### config.mk
export PLATFORM = sky130hd
export DESIGN_NAME = nfcr_regs
export DESIGN_NICKNAME = d
export VERILOG_FILES = /design/src/shared/nfcr_pkg.sv /design/src/hw/nfcr_regs.sv
export VERILOG_INCLUDE_DIRS = /design/src /design/src/shared
export SDC_FILE = /design/constraint.sdc
export NUM_CORES = 1
export LEC_CHECK = 0
export BUFFER_PORTS_ARGS = -buffer_cell sky130_fd_sc_hd__buf_4
export CAP_MARGIN = 10
export CORE_MARGIN = 4
export CORE_UTILIZATION = 49
export DETAILED_ROUTE_END_ITERATION = 7
export GPL_TIMING_DRIVEN = 0
export PLACE_DENSITY_LB_ADDON = 0.1
export SETUP_SLACK_MARGIN = 0.05
export SKIP_LAST_GASP = 1
export SLEW_MARGIN = 20
export SYNTH_ARGS = -nofsm -noshare
export SYNTH_HDL_FRONTEND = slang
export SYNTH_SLANG_ARGS = --single-unit
### constraint.sdc
create_clock -name core_clk -period 3.5 [get_ports core_clk]
set_input_delay 0.175 -clock core_clk [delete_from_list [all_inputs] [get_ports core_clk]]
set_output_delay 0.175 -clock core_clk [all_outputs]
set_load 0.005 [all_outputs]
### src/shared/nfcr_consts.svh
// Constants of the oscillator and filter control register bank
// Behaviour
// Six-bit third-stage mode field, reset code zero selects centred unmodulated band.
// Codes 001001, 010010, 011011 keep input unmodulated and shift the band.
// Codes 100100 to 111111 modulate the input by the stage input rate.
// Bypass bit zero of third-stage control skips the third filter stage.
// Read-only eight-bit identification register returning a fixed part code.
// 32-bit carrier tuning word built from four bytes, lowest byte first.
// Tuning byte writes are staged; frequency changes only on request rising edge.
// Software toggles request zero then one; device transfers word on that edge.
// After transfer the tuning load done bit reads one.
// Armed sync reset resets the oscillator on the next extended sync pulse.
// Sync reset done bit reads one after the oscillator was sync reset.
// Oscillator reset loads a 16-bit two's-complement start phase, full turn.
// Ten-bit I phase trim from low byte and two high bits is applied.
// Ten-bit Q phase trim from low byte and two high bits is applied.
// 16-bit I offset from two bytes is added to every I sample.
// Holding the request bit high never repeats the tuning word transfer.
`ifndef NFCR_CONSTS_SVH
`define NFCR_CONSTS_SVH

// ----------------------------------------------------------------------
// Register indices (byte address is four times the index)
// ----------------------------------------------------------------------
`define NFCR_IDX_STAGE    8'h1E
`define NFCR_IDX_ID       8'h1F
`define NFCR_IDX_TW0      8'h30
`define NFCR_IDX_TW1      8'h31
`define NFCR_IDX_TW2      8'h32
`define NFCR_IDX_TW3      8'h33
`define NFCR_IDX_PH_LO    8'h34
`define NFCR_IDX_PH_HI    8'h35
`define NFCR_IDX_UPD      8'h36
`define NFCR_IDX_ITRIM_LO 8'h38
`define NFCR_IDX_ITRIM_HI 8'h39
`define NFCR_IDX_QTRIM_LO 8'h3A
`define NFCR_IDX_QTRIM_HI 8'h3B
`define NFCR_IDX_IOFF_LO  8'h3C
`define NFCR_IDX_IOFF_HI  8'h3D
`define NFCR_IDX_IRQ_ST   8'h50
`define NFCR_IDX_IRQ_MSK  8'h51

// ----------------------------------------------------------------------
// Field positions and reset values
// ----------------------------------------------------------------------
`define NFCR_BIT_SKIP     0
`define NFCR_BIT_UPD_REQ  0
`define NFCR_BIT_UPD_ACK  1
`define NFCR_BIT_SYN_ARM  4
`define NFCR_BIT_SYN_DONE 5
`define NFCR_ST_LOAD      0
`define NFCR_ST_SYNC      1
`define NFCR_RST_BYTE     8'h00
`define NFCR_RESP_OKAY    2'h0
`define NFCR_RESP_SLVERR  2'h2

`endif

### src/shared/nfcr_pkg.sv
// Types shared by the oscillator and filter control register bank
`default_nettype none
package nfcr_pkg;
  // Third half-band stage setting
  typedef struct packed {
    logic [5:0] mode;
    logic       skip;
  } nfcr_stage_t;
  // Phase trims of the two paths
  typedef struct packed {
    logic [9:0] iTrim;
    logic [9:0] qTrim;
  } nfcr_trim_t;
endpackage
`default_nettype wire

### src/hw/nfcr_regs.sv
// AXI4-Lite register bank for the carrier oscillator and third filter stage
//
// The AXI4-Lite register port was left to the implementer.
`include "nfcr_consts.svh"
`default_nettype none
module nfcr_regs
  import nfcr_pkg::*;
#(
  parameter int         ADDR_W  = 10,
  parameter logic [7:0] PART_ID = 8'hA5  // Arbitrary identification value
) (
  input  wire logic              core_clk,
  input  wire logic              rst_n,
  input  wire logic [ADDR_W-1:0] s_axi_awaddr,
  input  wire logic              s_axi_awvalid,
  output logic                   s_axi_awready,
  input  wire logic [31:0]       s_axi_wdata,
  input  wire logic [3:0]        s_axi_wstrb,
  input  wire logic              s_axi_wvalid,
  output logic                   s_axi_wready,
  output logic [1:0]             s_axi_bresp,
  output logic                   s_axi_bvalid,
  input  wire logic              s_axi_bready,
  input  wire logic [ADDR_W-1:0] s_axi_araddr,
  input  wire logic              s_axi_arvalid,
  output logic                   s_axi_arready,
  output logic [31:0]            s_axi_rdata,
  output logic [1:0]             s_axi_rresp,
  output logic                   s_axi_rvalid,
  input  wire logic              s_axi_rready,
  input  wire logic              syncStrobe,
  input  wire logic [15:0]       iSampleIn,
  input  wire logic              iSampleValid,
  output logic [15:0]            iSampleOut,
  output logic                   iSampleOutValid,
  output nfcr_stage_t            stageCfg,
  output logic [2:0]             stageBand,
  output logic                   stageModulate,
  output logic [31:0]            oscTuningWord,
  output logic [15:0]            oscPhase,
  output nfcr_trim_t             trimCfg,
  output logic                   irq
);

  // ----------------------------------------------------------------------
  // Register storage
  // ----------------------------------------------------------------------
  logic [6:0]        stageCtl_r;
  logic [31:0]       twStage_r;
  logic [15:0]       phaseOff_r;
  logic              updReq_r;
  logic              updReqPrev_r;
  logic              updAck_r;
  logic              syncArm_r;
  logic              syncDone_r;
  logic [9:0]        iTrim_r;
  logic [9:0]        qTrim_r;
  logic [15:0]       iOff_r;
  logic [1:0]        irqStat_r;
  logic [1:0]        irqMask_r;
  logic [31:0]       acc_r;
  logic [2:0]        syncSh_r;
  logic              syncLvl_r;
  logic [ADDR_W-1:0] awAddr_r;
  logic [7:0]        wByte_r;
  logic              wLane_r;
  logic              awHeld_r;
  logic              wHeld_r;

  // Decode helpers, shared by the write and read paths
  function automatic logic isMapped(input logic [7:0] idx);
    if (idx == `NFCR_IDX_STAGE || idx == `NFCR_IDX_ID) begin
      return 1'b1;
    end else if (idx >= `NFCR_IDX_TW0 && idx <= `NFCR_IDX_UPD) begin
      return 1'b1;
    end else if (idx >= `NFCR_IDX_ITRIM_LO && idx <= `NFCR_IDX_IOFF_HI) begin
      return 1'b1;
    end else if (idx == `NFCR_IDX_IRQ_ST || idx == `NFCR_IDX_IRQ_MSK) begin
      return 1'b1;
    end else begin
      return 1'b0;
    end
  endfunction

  function automatic logic [7:0] idxOf(input logic [ADDR_W-1:0] a);
    return 8'(a[ADDR_W-1:2]);
  endfunction

  // ----------------------------------------------------------------------
  // AXI4-Lite write channels
  // ----------------------------------------------------------------------
  logic       wrFire;
  logic       wrEn;
  logic [7:0] wrIdx;
  logic       ldEvt;
  logic       oscReset;
  logic       syncEdge;
  assign wrFire = awHeld_r && wHeld_r && !s_axi_bvalid;
  assign wrIdx  = idxOf(awAddr_r);
  // Only lane zero carries the eight-bit registers
  assign wrEn   = wrFire && wLane_r && isMapped(wrIdx);

  // Address and data are taken in either order and held until both are in
  always_ff @(posedge core_clk or negedge rst_n) begin
    if (!rst_n) begin
      awHeld_r      <= 1'b0;
      wHeld_r       <= 1'b0;
      awAddr_r      <= '0;
      wByte_r       <= `NFCR_RST_BYTE;
      wLane_r       <= 1'b0;
      s_axi_awready <= 1'b1;
      s_axi_wready  <= 1'b1;
      s_axi_bvalid  <= 1'b0;
      s_axi_bresp   <= `NFCR_RESP_OKAY;
    end else begin
      if (s_axi_awvalid && s_axi_awready) begin
        awAddr_r      <= s_axi_awaddr;
        awHeld_r      <= 1'b1;
        s_axi_awready <= 1'b0;
      end
      if (s_axi_wvalid && s_axi_wready) begin
        wByte_r      <= s_axi_wdata[7:0];
        wLane_r      <= s_axi_wstrb[0];
        wHeld_r      <= 1'b1;
        s_axi_wready <= 1'b0;
      end
      if (wrFire) begin
        awHeld_r     <= 1'b0;
        wHeld_r      <= 1'b0;
        s_axi_bvalid <= 1'b1;
        s_axi_bresp  <= isMapped(wrIdx) ? `NFCR_RESP_OKAY : `NFCR_RESP_SLVERR;
      end
      // Ready returns only after the response so one write is under way
      if (s_axi_bvalid && s_axi_bready) begin
        s_axi_bvalid  <= 1'b0;
        s_axi_awready <= 1'b1;
        s_axi_wready  <= 1'b1;
      end
    end
  end

  // ----------------------------------------------------------------------
  // Plain configuration registers
  // ----------------------------------------------------------------------
  always_ff @(posedge core_clk or negedge rst_n) begin
    if (!rst_n) begin
      stageCtl_r <= 7'h00;
      twStage_r  <= 32'h0000_0000;
      phaseOff_r <= 16'h0000;
      iTrim_r    <= 10'h000;
      qTrim_r    <= 10'h000;
      iOff_r     <= 16'h0000;
      irqMask_r  <= 2'h0;
    end else if (wrEn) begin
      if (wrIdx == `NFCR_IDX_STAGE) begin
        stageCtl_r <= wByte_r[6:0];
      end else if (wrIdx == `NFCR_IDX_TW0) begin
        twStage_r[7:0] <= wByte_r;
      end else if (wrIdx == `NFCR_IDX_TW1) begin
        twStage_r[15:8] <= wByte_r;
      end else if (wrIdx == `NFCR_IDX_TW2) begin
        twStage_r[23:16] <= wByte_r;
      end else if (wrIdx == `NFCR_IDX_TW3) begin
        twStage_r[31:24] <= wByte_r;
      end else if (wrIdx == `NFCR_IDX_PH_LO) begin
        phaseOff_r[7:0] <= wByte_r;
      end else if (wrIdx == `NFCR_IDX_PH_HI) begin
        phaseOff_r[15:8] <= wByte_r;
      end else if (wrIdx == `NFCR_IDX_ITRIM_LO) begin
        iTrim_r[7:0] <= wByte_r;
      end else if (wrIdx == `NFCR_IDX_ITRIM_HI) begin
        iTrim_r[9:8] <= wByte_r[1:0];
      end else if (wrIdx == `NFCR_IDX_QTRIM_LO) begin
        qTrim_r[7:0] <= wByte_r;
      end else if (wrIdx == `NFCR_IDX_QTRIM_HI) begin
        qTrim_r[9:8] <= wByte_r[1:0];
      end else if (wrIdx == `NFCR_IDX_IOFF_LO) begin
        iOff_r[7:0] <= wByte_r;
      end else if (wrIdx == `NFCR_IDX_IOFF_HI) begin
        iOff_r[15:8] <= wByte_r;
      end else if (wrIdx == `NFCR_IDX_IRQ_MSK) begin
        irqMask_r <= wByte_r[1:0];
      end
    end
  end

  // ----------------------------------------------------------------------
  // Tuning word load handshake
  // ----------------------------------------------------------------------
  logic updWr;
  assign updWr = wrEn && wrIdx == `NFCR_IDX_UPD;
  // Edge detection means a request held high never loads twice
  assign ldEvt = updReq_r && !updReqPrev_r;

  // Request bit, its delayed copy and the done flag; load beats a clear
  always_ff @(posedge core_clk or negedge rst_n) begin
    if (!rst_n) begin
      updReq_r      <= 1'b0;
      updReqPrev_r  <= 1'b0;
      updAck_r      <= 1'b0;
      oscTuningWord <= 32'h0000_0000;
    end else begin
      if (updWr) begin
        updReq_r <= wByte_r[`NFCR_BIT_UPD_REQ];
      end
      updReqPrev_r <= updReq_r;
      if (ldEvt) begin
        oscTuningWord <= twStage_r;
        updAck_r      <= 1'b1;
      end else if (updWr && !wByte_r[`NFCR_BIT_UPD_REQ]) begin
        updAck_r <= 1'b0;
      end
    end
  end

  // ----------------------------------------------------------------------
  // Sync strobe synchroniser and oscillator reset
  // ----------------------------------------------------------------------
  // Stage 0 feeds stage 1 only; the level moves once stages 1 and 2 agree
  always_ff @(posedge core_clk or negedge rst_n) begin
    if (!rst_n) begin
      syncSh_r  <= 3'h0;
      syncLvl_r <= 1'b0;
    end else begin
      syncSh_r <= {syncSh_r[1:0], syncStrobe};
      if (syncSh_r[1] == syncSh_r[2]) begin
        syncLvl_r <= syncSh_r[2];
      end
    end
  end

  assign syncEdge = (syncSh_r[1] == syncSh_r[2]) && syncSh_r[2] && !syncLvl_r;
  assign oscReset = syncEdge && syncArm_r;

  // Arm is consumed by the reset; a software set in the same cycle wins
  always_ff @(posedge core_clk or negedge rst_n) begin
    if (!rst_n) begin
      syncArm_r  <= 1'b0;
      syncDone_r <= 1'b0;
    end else begin
      if (updWr && wByte_r[`NFCR_BIT_SYN_ARM]) begin
        syncArm_r <= 1'b1;
      end else if (updWr || oscReset) begin
        syncArm_r <= 1'b0;
      end
      if (oscReset) begin
        syncDone_r <= 1'b1;
      end else if (updWr && wByte_r[`NFCR_BIT_SYN_ARM]) begin
        syncDone_r <= 1'b0;
      end
    end
  end

  // Phase accumulator; a reset restarts it from the programmed phase
  always_ff @(posedge core_clk or negedge rst_n) begin
    if (!rst_n) begin
      acc_r    <= 32'h0000_0000;
      oscPhase <= 16'h0000;
    end else begin
      if (oscReset) begin
        acc_r <= {phaseOff_r, 16'h0000};
      end else begin
        acc_r <= acc_r + oscTuningWord;
      end
      oscPhase <= acc_r[31:16];
    end
  end

  // ----------------------------------------------------------------------
  // Datapath-facing outputs
  // ----------------------------------------------------------------------
  // Mode codes repeat their low three bits; bit 2 of the band means modulated
  always_ff @(posedge core_clk or negedge rst_n) begin
    if (!rst_n) begin
      stageCfg        <= '0;
      stageBand       <= 3'h0;
      stageModulate   <= 1'b0;
      trimCfg         <= '0;
      iSampleOut      <= 16'h0000;
      iSampleOutValid <= 1'b0;
    end else begin
      stageCfg.mode   <= stageCtl_r[6:1];
      stageCfg.skip   <= stageCtl_r[`NFCR_BIT_SKIP];
      stageBand       <= stageCtl_r[3:1];
      stageModulate   <= stageCtl_r[6];
      trimCfg.iTrim   <= iTrim_r;
      trimCfg.qTrim   <= qTrim_r;
      iSampleOutValid <= iSampleValid;
      if (iSampleValid) begin
        iSampleOut <= iSampleIn + iOff_r;
      end
    end
  end

  // ----------------------------------------------------------------------
  // Interrupt status, mask and output
  // ----------------------------------------------------------------------
  logic [1:0] stClr;
  assign stClr = (wrEn && wrIdx == `NFCR_IDX_IRQ_ST) ? wByte_r[1:0] : 2'h0;

  // New events win over a write-one clear in the same cycle
  always_ff @(posedge core_clk or negedge rst_n) begin
    if (!rst_n) begin
      irqStat_r <= 2'h0;
      irq       <= 1'b0;
    end else begin
      irqStat_r[`NFCR_ST_LOAD] <= ldEvt | (irqStat_r[`NFCR_ST_LOAD] & ~stClr[0]);
      irqStat_r[`NFCR_ST_SYNC] <= oscReset | (irqStat_r[`NFCR_ST_SYNC] & ~stClr[1]);
      irq <= |(irqStat_r & irqMask_r);
    end
  end

  // ----------------------------------------------------------------------
  // AXI4-Lite read channel
  // ----------------------------------------------------------------------
  function automatic logic [7:0] rdMux(input logic [7:0] idx);
    if (idx == `NFCR_IDX_STAGE) begin
      return {1'b0, stageCtl_r};
    end else if (idx == `NFCR_IDX_ID) begin
      return PART_ID;
    end else if (idx == `NFCR_IDX_TW0) begin
      return twStage_r[7:0];
    end else if (idx == `NFCR_IDX_TW1) begin
      return twStage_r[15:8];
    end else if (idx == `NFCR_IDX_TW2) begin
      return twStage_r[23:16];
    end else if (idx == `NFCR_IDX_TW3) begin
      return twStage_r[31:24];
    end else if (idx == `NFCR_IDX_PH_LO) begin
      return phaseOff_r[7:0];
    end else if (idx == `NFCR_IDX_PH_HI) begin
      return phaseOff_r[15:8];
    end else if (idx == `NFCR_IDX_UPD) begin
      return {2'h0, syncDone_r, syncArm_r, 2'h0, updAck_r, updReq_r};
    end else if (idx == `NFCR_IDX_ITRIM_LO) begin
      return iTrim_r[7:0];
    end else if (idx == `NFCR_IDX_ITRIM_HI) begin
      return {6'h00, iTrim_r[9:8]};
    end else if (idx == `NFCR_IDX_QTRIM_LO) begin
      return qTrim_r[7:0];
    end else if (idx == `NFCR_IDX_QTRIM_HI) begin
      return {6'h00, qTrim_r[9:8]};
    end else if (idx == `NFCR_IDX_IOFF_LO) begin
      return iOff_r[7:0];
    end else if (idx == `NFCR_IDX_IOFF_HI) begin
      return iOff_r[15:8];
    end else if (idx == `NFCR_IDX_IRQ_ST) begin
      return {6'h00, irqStat_r};
    end else if (idx == `NFCR_IDX_IRQ_MSK) begin
      return {6'h00, irqMask_r};
    end else begin
      return 8'h00;
    end
  endfunction

  // One read at a time; data is captured when the address is taken
  always_ff @(posedge core_clk or negedge rst_n) begin
    if (!rst_n) begin
      s_axi_arready <= 1'b1;
      s_axi_rvalid  <= 1'b0;
      s_axi_rdata   <= 32'h0000_0000;
      s_axi_rresp   <= `NFCR_RESP_OKAY;
    end else if (s_axi_arvalid && s_axi_arready) begin
      s_axi_arready <= 1'b0;
      s_axi_rvalid  <= 1'b1;
      s_axi_rdata   <= {24'h00_0000, rdMux(idxOf(s_axi_araddr))};
      s_axi_rresp   <= isMapped(idxOf(s_axi_araddr)) ? `NFCR_RESP_OKAY : `NFCR_RESP_SLVERR;
    end else if (s_axi_rvalid && s_axi_rready) begin
      s_axi_rvalid  <= 1'b0;
      s_axi_arready <= 1'b1;
    end
  end
endmodule
`default_nettype wire

# Word-level counts from Yosys, hierarchy flattened
# Index checks and enable logic that the tools add are counted.
[word_totals]
register_bits = 271
inputBits = 81
word_cells = 217
[op_classes]
add_sub_neg = 2
magnitude_cmp = 8
n_eq_ne = 35
muxes = 51
bitwise = 20
n_reduce_logical = 54
[ops]
columns = ["cell", "count"]
rows = [
  ["$eq A8 B6 Y1 const B", 26],
  ["$mux W8", 15],
  ["$add A32 B32 Y32", 1],
  ["$eq A8 B5 Y1 const B", 4],
  ["$eq A8 B7 Y1 const B", 4],
  ["$ge A8 B6 Y1 const B", 4],
  ["$le A8 B6 Y1 const B", 4],
  ["$mux W32", 1],
  ["$mux W1", 30],
  ["$logic_and A1 B1 Y1", 21],
  ["$reduce_bool A2 Y1", 9],
  ["$add A16 B16 Y16", 1],
  ["$not A1 Y1", 15],
  ["$reduce_and A15 Y1", 1],
  ["$reduce_and A14 Y1", 1],
  ["$reduce_and A13 Y1", 1],
  ["$reduce_and A12 Y1", 1],
  ["$reduce_and A11 Y1", 1],
  ["$mux W2", 5],
  ["$reduce_and A10 Y1", 1],
  ["$reduce_and A9 Y1", 1],
  ["$reduce_and A8 Y1", 1],
  ["$reduce_and A7 Y1", 1],
  ["$reduce_and A6 Y1", 1],
  ["other kinds (11)", 20],
]

# Longest topological paths before layout
# Gate-level depths: netlist (run 1).
[logic_depth]
word_depth = 18
ltp_mapped = 11
ltp_nobuf = 11

# Worst setup path before layout (run 1)
# Ideal clock, no wire load.
[synth_path]
kind = "register to register"
startpoint = "register awAddr_r[2]"
endpoint = "register iTrim_r[0]"
setup_ns = 0.125
t_arrival_ns = 2.544
setup_slack_ns = 0.832
path_stages_with_launch = 11
n_path_buf = 3
synth_period_minus_slack_ns = 2.668
cell_sequence = "dfrtp_1 buf_2 nor2b_1 a31oi_1 o221ai_1 or3_1 clkbuf_1 or3b_1 buf_2 nor3_4 mux2_2"
[synth_between]
elab_chain_cells = 8
word_cells_on_any_way = 32
classes_between = "4 x order compare; 11 x eq/ne; 4 x mux; 7 x bitwise; 6 x reduce/logical"
[synth_rtl]
columns = ["item", "line_no", "source"]
rows = [
  ["start, declared", "nfcr_regs.sv:64", "logic [ADDR_W-1:0] awAddr_r;"],
  ["start signal, assigned", "nfcr_regs.sv:117", "awAddr_r <= s_axi_awaddr;"],
  ["parallel branches: the longest is 7 deep, another holds $ge A8 B6 Y1", "-", ""],
  ["$reduce_and A9 Y1 (no line) *", "-", ""],
  ["end signal, assigned", "nfcr_regs.sv:170", "iTrim_r[7:0] <= wByte_r;"],
  ["end, declared", "nfcr_regs.sv:56", "logic [9:0] iTrim_r;"],
]
# Mark *: on every way between the ends.
# A chain may end at the register's enable or synchronous reset.

# Worst setup path in the final report (run 1)
[layout_path]
startpoint = "register awAddr_r[2]"
endpoint = "register phaseOff_r[4]"
[layout_between]
elab_chain_cells = 8
word_cells_on_any_way = 28
classes_between = "4 x order compare; 9 x eq/ne; 4 x mux; 5 x bitwise; 6 x reduce/logical"
[layout_rtl]
columns = ["item", "line_no", "source"]
rows = [
  ["parallel branches: the longest is 7 deep, another holds $ge A8 B6 Y1", "-", ""],
  ["$reduce_and A7 Y1 (no line) *", "-", ""],
  ["end signal, assigned", "nfcr_regs.sv:166", "phaseOff_r[7:0] <= wByte_r;"],
  ["end, declared", "nfcr_regs.sv:50", "logic [15:0] phaseOff_r;"],
]
# Marked as above.

==> results of run 1 <==
-- path summary, 6_finish.rpt --
| kind | start | end | slack, ps | depth (start not counted) |
|---|---|---|---|---|
| setup / recovery | awAddr_r[2]$_DFFE_PN0P_ | phaseOff_r[4]$_DFFE_PN0P_ | 310 | 9 |
| hold / removal | iSampleIn[15] | iSampleOut[15]$_DFFE_PN0P_ | 30 | 4 |
| setup reg to reg | awAddr_r[2]$_DFFE_PN0P_ | phaseOff_r[4]$_DFFE_PN0P_ | 310 | 9 |
| hold reg to reg | syncSh_r[0]$_DFF_PN0_ | syncSh_r[1]$_DFF_PN0_ | 350 | 0 |
| max in group asynchronous | rst_n | acc_r[7]$_DFF_PN0_ | 2260 | 4 |
| min in group asynchronous | rst_n | iSampleOut[4]$_DFFE_PN0P_ | 110 | 2 |
-- timing repair --
item                                    4_1_cts  5_1_grt
hold buffers                                 29        0
endpoints found under the setup margin        0        3
setup buffers                                 0        0
gates resized for setup                       0        1
endpoints found under the hold margin       196        0
-- per-stage QoR --
| step | setup slack [ps] | instances |
|---|---|---|
| after floorplan | 832 | 1158 |
| after global placement | 38.7 | 1648 |
| after detailed placement | 223 | 1651 |
| after CTS | 212 | 1734 |
| after global routing | 126 | 1734 |
| final | 309 | 1734 |
-- cell families (layout without fill, tap and decap cells) --
| kind of cell | count (synthesis) | count (layout) | share of synthesized area |
|---|---|---|---|
| simple gates | 283 | 283 | 0.113 |
| flops | 263 | 263 | 0.513 |
| compound gates | 230 | 230 | 0.115 |
| mux | 169 | 169 | 0.147 |
| buf+inv | 105 | 351 | 0.0398 |
| fa+ha+maj | 49 | 49 | 0.0490 |
| xor+xnor | 33 | 33 | 0.0225 |
| other cells | 1 | 26 | 0.000292 |
-- registers in the layout, summed over array words and instances, names as in the netlist, 16 cells and up --
| signal | flops |
|---|---|
| trimCfg | 20 |
| oscTuningWord | 32 |
| oscPhase | 16 |
| phaseOff_r | 16 |
| iSampleOut | 16 |
| twStage_r | 32 |
| iOff_r | 16 |
| acc_r | 32 |
-- worst max-delay path: stages, from the launching register on --
cell and delay (ps):
dfrtp_1 360, buf_2 210, nor2b_1 160, a31oi_1 160, o221ai_1 150, or3_1 350
clkbuf_1 180, nor3b_1 320, nor3b_2 770, mux2_2 410
-- layout make-up --
| cell class | instances | share of cell area |
|---|---|---|
| well taps | 330 | 0.0259 |
| multi-input cells | 790 | 0.366 |
| inverters | 33 | 0.00776 |
| plain buffers | 72 | 0.0242 |
| flip-flops and latches | 263 | 0.412 |
| clock buffers | 41 | 0.0520 |
| repair buffers | 192 | 0.0990 |
| clock inverters | 13 | 0.0125 |
-- metal layers --
layer  GRT usage  routed length [um]  vias to the layer above
li1            -                   -                     4537
met1       0.338               15300                     4786
met2       0.382               16000                      309
met3      0.0373                2250                       47
met4      0.0511                 689                        0
met5           0                   0                        -
-- power groups by stage --
| stage | combinational, mW | clock (mW) | sequential (mW) |
|---|---|---|---|
| after floorplan | 0.519 | 0 | 3.41 |
| after detailed placement | 0.973 | 0 | 3.49 |
| after global routing | 1.10 | 3.44 | 3.46 |
| after CTS | 1.01 | 3.31 | 3.43 |
| final | 1.02 | 3.25 | 3.44 |
| after global placement | 0.943 | 0 | 3.48 |
-- layout by cell type (no fill, tap or decap), types with 9 or more instances in the layout --
cell type / instances
dfrtp_1: 260
buf_4: 189
mux2_2: 157
nand2_1: 78
nor2_1: 70
o21ai_0: 59
a21oi_1: 56
ha_1: 47
clkbuf_1: 39
inv_1: 33
clkbuf_16: 29
dlygate4sd3_1: 29
conb_1: 26
nand3_1: 21
xnor2_1: 19
nor2b_1: 17
nor3_1: 17
a21o_1: 15
xor2_1: 14
nand2b_1: 13
a22oi_1: 13
mux2i_1: 12
nor3b_1: 10
a211oi_1: 10
a31oi_1: 9
==> metrics.yaml, run 1 <==
ctsLongestPathBuffers: 3
irDropWorstVdd_mv: 0.406
finClkSkew_ps: 25.5
hp-class: "in -> reg"
drt_wl_total_um: 34200
tightest_slew_ps: 1140
layout-drive-gt1-share: 0.301
period_minus_slack_ps: 3190
clkSinkCount: 263
ys_ff_latch: 263
ant_nets: 0
htree_levels: 1
io_buffers: 160
num_rows: 58
diodes: 0
rsz0062_at_grt: "false"
status: "finished clean"
required_ps: 3920
end_kind: "flop"
p_sw_mw: 2.04
numCtsBuffers: 29
placed_cell_area_um2: 14600
grt_pass1_vias: 9491
timing.final.hold_violations: 0
synthCells: 1133
netlist_area_um2: 12800
clock_power_share: 0.422
dieArea_um2: 28800
finalCoreUtilization: 0.627
track_usage: 0.236
power.total_mw: 7.71
maxCapViolCount: 0
synthArstFlopShare: 1.00
critPathMaxFanout: 10
synth.area.top_cells: "dfrtp_1, mux2_2, ha_1"
die_h_um: 170
yosysSeqAreaShare: 0.513
power_density_nw_per_um2: 483
post-route-period-util: 0.912
synth_edf_count: 0
p_seq_frac: 0.446
yosysMostFrequentCell: "dfrtp_1"
dr.first_iter.drc_count: 748
intPower_mw: 5.66
slew_headroom: 0.230
wl_per_cell_um: 19.7
clkTransAtPathRegs_ps: 60
ctsRootBufferMaster: "clkbuf_16"
fmax_mhz: 313
synth_top_cell_by_area: "dfrtp_1"
antenna_found_initial: 0
coreArea_um2: 25500
p_leak_nw: 7.95
maxSlewViolCount: 0
start_kind: "flop"
nFillCells: 2121
synth_top_area_share: 0.507
synthFlopType: "dfrtp_1"
path_class: "reg -> reg"
worstSkewPairLatency_ps: 550
dieWidth_um: 170
final_nets: 1511
io_pins: 219
place_congestion: 0.934
multi_input_area_um2: 5850
grt_pass1_wl_um: 53900
seq_area_um2: 6590
initial_core_util: 0.504
viasPerCell: 5.58
setup_tns_ps: 0
arrival_ps: 3610
yosysUniqueCellTypes: 74
area_growth_pct: 24.5
vias: 9679
power_switching_share: 0.265
syn_area_per_cell_um2: 11.3
grt-ovfl-total: 0
synth-warning-count: 0
grt_max_degree: 94
power_frac_comb: 0.132
firstDrtPassIters: 5
dp_hpwl_um: 25400
stdcell_area_um2: 16000
drc: 0
fin_hold_ws_ps: 31.7
synth_common_cells: "dfrtp_1, mux2_2, nand2_1, nor2_1, o21ai_0"
finalSetupViolations: 0
tritoncts: "done"
(Power assumes the default switching activity.)
==> run 2, diff against run 1 <==
BUFFER_PORTS_ARGS = default   (was -buffer_cell sky130_fd_sc_hd__buf_4)
DONT_BUFFER_PORTS = 1   (was default)
==> metrics.yaml, run 2 (synthesized netlist as in run 1, its figures left out) <==
timing.final.hold_violations: 263  # +263
holdBufCountCts: 33  # +14%
ctsRootBufferMaster: "clkbuf_16"
ctsLongestPathBuffers: 3  # unchanged
initial_core_util: 0.504  # unchanged
arrival_ps: 3730  # +120 ps
placed_cell_area_um2: 13300  # -8.8%
stdcell_area_um2: 14700  # -8.1%
finalCoreUtilization: 0.576  # -0.0508
dp_hpwl_um: 24300  # -4.4%
drc: 0  # unchanged
wl_per_cell_um: 21.4  # +8.3%
post_cts_buffers: 0  # unchanged
dpl.cell_count: 1488  # -9.9%
end_kind: "flop"
fmax_mhz: 304  # -3.0%
critPathMaxFanout: 10  # unchanged
slew_headroom: 0.329  # +0.0989
maxSlewViolCount: 0  # unchanged
rsz0062_at_grt: "false"
ant_nets: 0  # unchanged
power_density_nw_per_um2: 503  # +4.2%
diodes: 0  # unchanged
htree_levels: 1  # unchanged
nFillCells: 2211  # +4.2%
numCtsBuffers: 29  # unchanged
area_growth_pct: 14.4
clkTransAtPathRegs_ps: 60  # about the same
viasPerCell: 5.76  # +3.2%
grt_pass1_wl_um: 52200  # -3.1%
violations: "hold timing"
setup_tns_ps: 0  # unchanged
dieArea_um2: 28800  # unchanged
place_congestion: 0.919  # -1.6%
status: "finished, violations left"
layout-drive-gt1-share: 0.206  # -0.0953
io_pins: 219  # unchanged
firstDrtPassIters: 5  # unchanged
vias: 9060  # -6.4%
p_leak_nw: 7.08  # -11%
grt_max_degree: 264  # +180%
post-route-period-util: 0.940  # +0.0280
finClkSkew_ps: 17.7  # -7.85 ps
finalSetupViolations: 0  # unchanged
required_ps: 3940  # +20 ps
tightest_slew_ps: 1000  # -142 ps
grt_pass1_vias: 9021  # -5.0%
tritoncts: "done"
period_minus_slack_ps: 3290  # +97.9 ps
worstSkewPairLatency_ps: 570  # +20 ps
clkSinkCount: 263  # unchanged
irDropWorstVdd_mv: 0.464  # +14%
fin_hold_ws_ps: -694  # -726 ps
maxCapViolCount: 0  # unchanged
antenna_found_initial: 0  # unchanged
power.total_mw: 7.38  # -4.2%
start_kind: "flop"
dieWidth_um: 170  # unchanged
stdcell_count: 1573  # -9.3%
hp-class: "in -> async"
io_buffers: 0  # -100%
coreArea_um2: 25500  # unchanged
path_class: "reg -> reg"
num_rows: 58  # unchanged
final_common_cell: "dfrtp_1"
track_usage: 0.230  # -0.00552
die_h_um: 170  # unchanged
reg_top3: "acc_r x32, oscTuningWord x32, twStage_r x32"
drt_wl_total_um: 33600  # -1.8%
final_nets: 1352  # -11%
dr.first_iter.drc_count: 564  # -25%
grt-ovfl-total: 0  # unchanged
layout_common_cells: "dfrtp_1, mux2_2, nand2_1, nor2_1, o21ai_0"
==> run 2: changes by cell type in the layout (fill, tap and decap cells not counted), sizes merged <==
cell / previous run / this run
buf: 202 / 39
bufinv: 5 / 3
clkbuf: 74 / 77
clkinv: 5 / 4
clkinvlp: 2 / 0
dlygate4sd3: 29 / 33
==> run 2: through the flow <==
step | hold slack, ps | worst slack (ps)
2_1_floorplan | -121 | 832
3_3_place_gp | -114 | 221
3_5_place_dp | -112 | 199
4_1_cts | -708 | 188
5_1_grt | -719 | 53.9
6_report | -694 | 211
==> run 2: report_power, final <==
part / switching, mW / total, mW / internal (mW) / leakage (nW)
registers: 0.198 / 3.44 / 3.24 / 3.55
clock network: 1.24 / 3.14 / 1.90 / 0.485
logic: 0.508 / 0.808 / 0.300 / 3.05
total: 1.95 / 7.38 / 5.43 / 7.08
==> run 2: layout make-up <==
class                   count  area (um2)  share of cell area
multi-input cells         790        5850               0.399
flip-flops and latches    263        6590               0.449
well taps                 330         413              0.0281
clock inverters             8         134             0.00912
repair buffers             33         330              0.0225
plain buffers              72         387              0.0263
inverters                  33         124             0.00844
clock buffers              44         852              0.0581
==> run 2: final timing paths <==
| path | startpoint | to | slack (ps) | depth (start not counted) |
|---|---|---|---|---|
| max | awAddr_r[2]$_DFFE_PN0P_ | phaseOff_r[4]$_DFFE_PN0P_ | 210 | 9 |
| min | rst_n | iSampleOutValid$_DFF_PN0_ | -690 | 0 |
| max reg2reg | awAddr_r[2]$_DFFE_PN0P_ | phaseOff_r[4]$_DFFE_PN0P_ | 210 | 9 |
| min reg2reg | syncSh_r[0]$_DFF_PN0_ | syncSh_r[1]$_DFF_PN0_ | 350 | 0 |
| max in group asynchronous | rst_n | acc_r[19]$_DFF_PN0_ | 3610 | 0 |
| min in group core_clk | iSampleIn[14] | iSampleOut[15]$_DFFE_PN0P_ | 20 | 4 |
==> run 2: worst max-delay path, cell delays in order (launching register included) <==
cell      delay [ps]
dfrtp_1          360
buf_2            210
nor2b_1          160
a31oi_1          170
o221ai_1         140
or3_1            350
clkbuf_1         170
nor3b_1          310
nor3b_2          870
mux2_2           410
==> run 2: repair_timing <==
action | in CTS | in global routing
hold endpoints to repair | 299 | 263
gates resized for setup | 0 | 2
setup endpoints to repair | 0 | 5
==> run 2: per-layer routing <==
layer  GRT usage  up-vias  share of wire
met5           0        -              0
met4      0.0459        0          0.017
met3      0.0401       50          0.068
met2       0.378      317           0.47
met1       0.324     4489           0.44
li1            -     4204              -
==> run 3, diff against run 2 <==
CORE_MARGIN = default   (was 4)
PLACE_DENSITY = 0.7   (was default)
PLACE_DENSITY_LB_ADDON = default   (was 0.1)
==> metrics.yaml, run 3 (synthesized netlist as in run 1, its figures left out) <==
ctsRootBufferMaster: "clkbuf_16"
power.total_mw: 7.36  # -0.31%
p_leak_nw: 7.06  # -0.33%
cp-startpoint: "awAddr_r[2]$_DFFE_PN0P_"
holdBufCountCts: 30  # -9.1%
grt_pass1_vias: 9198  # +2.0%
p_seq_frac: 0.466  # about the same
start_kind: "flop"
diodes: 0  # unchanged
placed_cell_area_um2: 13300  # unchanged
die_h_um: 164  # -3.5%
power_frac_comb: 0.109  # about the same
drt_wl_total_um: 33000  # -1.7%
path_class: "reg -> reg"
ant_nets: 0  # unchanged
violations: "hold timing"
initial_core_util: 0.505  # +0.00144
arrival_ps: 3630  # -100 ps
status: "finished, violations left"
setup_tns_ps: 0  # unchanged
reg2reg_slack_ps: 290  # +80 ps
power_density_nw_per_um2: 502  # -0.10%
dieWidth_um: 164  # -3.5%
power_switching_share: 0.267  # +0.00323
final_nets: 1348  # -0.30%
area_growth_pct: 14.2
maxCapViolCount: 0  # unchanged
grt_max_degree: 264  # unchanged
end_kind: "flop"
rsz0062_at_grt: "false"
fin_hold_ws_ps: -656  # +38.1 ps
numCtsBuffers: 28  # -3.4%
dieArea_um2: 26800  # -6.9%
nFillCells: 2163  # -2.2%
io_pins: 219  # unchanged
clock_power_share: 0.425  # about the same
dr.first_iter.drc_count: 717  # +27%
drc: 0  # unchanged
finalSetupViolations: 0  # unchanged
intPower_mw: 5.39  # -0.74%
reg_top3: "acc_r x32, oscTuningWord x32, twStage_r x32"
rr_startpoint: "awAddr_r[2]$_DFFE_PN0P_"
dp_hpwl_um: 23800  # -1.7%
clkSinkCount: 263  # unchanged
finClkSkew_ps: 10.6  # -7.13 ps
antenna_found_initial: 0  # unchanged
grt-ovfl-total: 0  # unchanged
viasPerCell: 5.82  # +1.1%
critPathMaxFanout: 10  # unchanged
place_congestion: 0.913  # -0.61%
coreArea_um2: 25400  # -0.28%
timing.final.hold_violations: 263  # unchanged
wl_per_cell_um: 21.0  # -1.5%
layout-drive-gt1-share: 0.211  # +0.00534
required_ps: 3920  # -20 ps
ctsLongestPathBuffers: 3  # unchanged
slew_headroom: 0.276  # -0.0533
vias: 9145  # +0.94%
num_rows: 58  # unchanged
maxSlewViolCount: 0  # unchanged
hp-class: "in -> async"
tightest_slew_ps: 1080  # +74.5 ps
crit_path_end: "phaseOff_r[5]$_DFFE_PN0P_"
grt_pass1_wl_um: 52000  # -0.36%
tritoncts: "done"
final_common_cell: "dfrtp_1"
worstSkewPairLatency_ps: 540  # -30 ps
clkTransAtPathRegs_ps: 60  # about the same
p_sw_mw: 1.96  # +0.92%
htree_levels: 1  # unchanged
post_cts_buffers: 0  # unchanged
io_buffers: 0  # unchanged
post-route-period-util: 0.916  # -0.0235
period_minus_slack_ps: 3210  # -82.4 ps
firstDrtPassIters: 7  # +2
track_usage: 0.252  # +0.0224
irDropWorstVdd_mv: 0.307  # -34%
fmax_mhz: 312  # +2.6%
reg2reg_to: "phaseOff_r[5]$_DFFE_PN0P_"
r2r_cells: 9  # unchanged
stdcell_area_um2: 14600  # -0.21%
layout_common_cells: "dfrtp_1, mux2_2, nand2_1, nor2_1, o21ai_0"
run 3: cell count changes in the layout (fill, tap and decap cells not counted):
cell           change
a2111oi_1          -1
bufinv_16          +1
clkinv_2           +2
o21ai_1            -1
clkbuf_1           -5
dlygate4sd3_1      -3
a2111oi_0          +1
inv_16             -1
clkbuf_8           -5
clkinvlp_4         +4
o21ai_2            +1
clkinv_4           +4
run 3: power groups by stage:
stage	combinational, mW	clock, mW	sequential, mW
2_1_floorplan	0.519	0	3.41
3_3_place_gp	0.729	0	3.47
3_5_place_dp	0.742	0	3.48
4_1_cts	0.787	3.18	3.43
5_1_grt	0.858	3.30	3.45
6_report	0.799	3.13	3.43
run 3: critical path, cell delays in order (launching register included):
cell and delay [ps]:
dfrtp_1 350, buf_2 200, nor2b_1 160, a31oi_1 150, o221ai_1 150, or3_1 360, clkbuf_1 170, nor3b_1 320
nor3b_2 800, mux2_2 410
run 3: worst min path at each step:
stage                              end  slack, ps
5_1_grt        awAddr_r[8]$_DFFE_PN0P_       -680
3_5_place_dp   awAddr_r[9]$_DFFE_PN0P_       -110
6_report       awAddr_r[9]$_DFFE_PN0P_       -660
3_3_place_gp      awHeld_r$_DFFE_PN0P_       -110
4_1_cts        awAddr_r[9]$_DFFE_PN0P_       -680
2_1_floorplan       acc_r[0]$_DFF_PN0_       -120
run 3: cell type report:
class / count / area [um2] / area share
flip-flops and latches: 263 / 6590 / 0.450
multi-input cells: 790 / 5850 / 0.400
clock buffers: 34 / 764 / 0.0522
well taps: 330 / 413 / 0.0282
plain buffers: 72 / 387 / 0.0264
repair buffers: 30 / 300 / 0.0205
clock inverters: 18 / 219 / 0.0149
inverters: 33 / 124 / 0.00846
run 3: timing repair:
action	in CTS	in global routing
endpoints found under the setup margin	0	7
hold endpoints to repair	296	263
resized for setup	0	2
run 3: through the flow:
step / hold WS (ps) / utilization / instances / setup slack, ps
2_1_floorplan: -121 / - / 1158 / 832
3_3_place_gp: -112 / 0.525 / 1488 / 232
3_5_place_dp: -111 / 0.525 / 1488 / 188
4_1_cts: -683 / 0.576 / 1570 / 163
5_1_grt: -683 / 0.577 / 1570 / 120
6_report: -656 / 0.577 / 1570 / 293
run 3: per-layer routing:
metal	vias up	global-route usage	share of wire
li1	4210	-	-
met1	4564	0.345	0.44
met2	313	0.405	0.46
met3	58	0.0530	0.072
met4	0	0.0728	0.025
met5	-	0	0
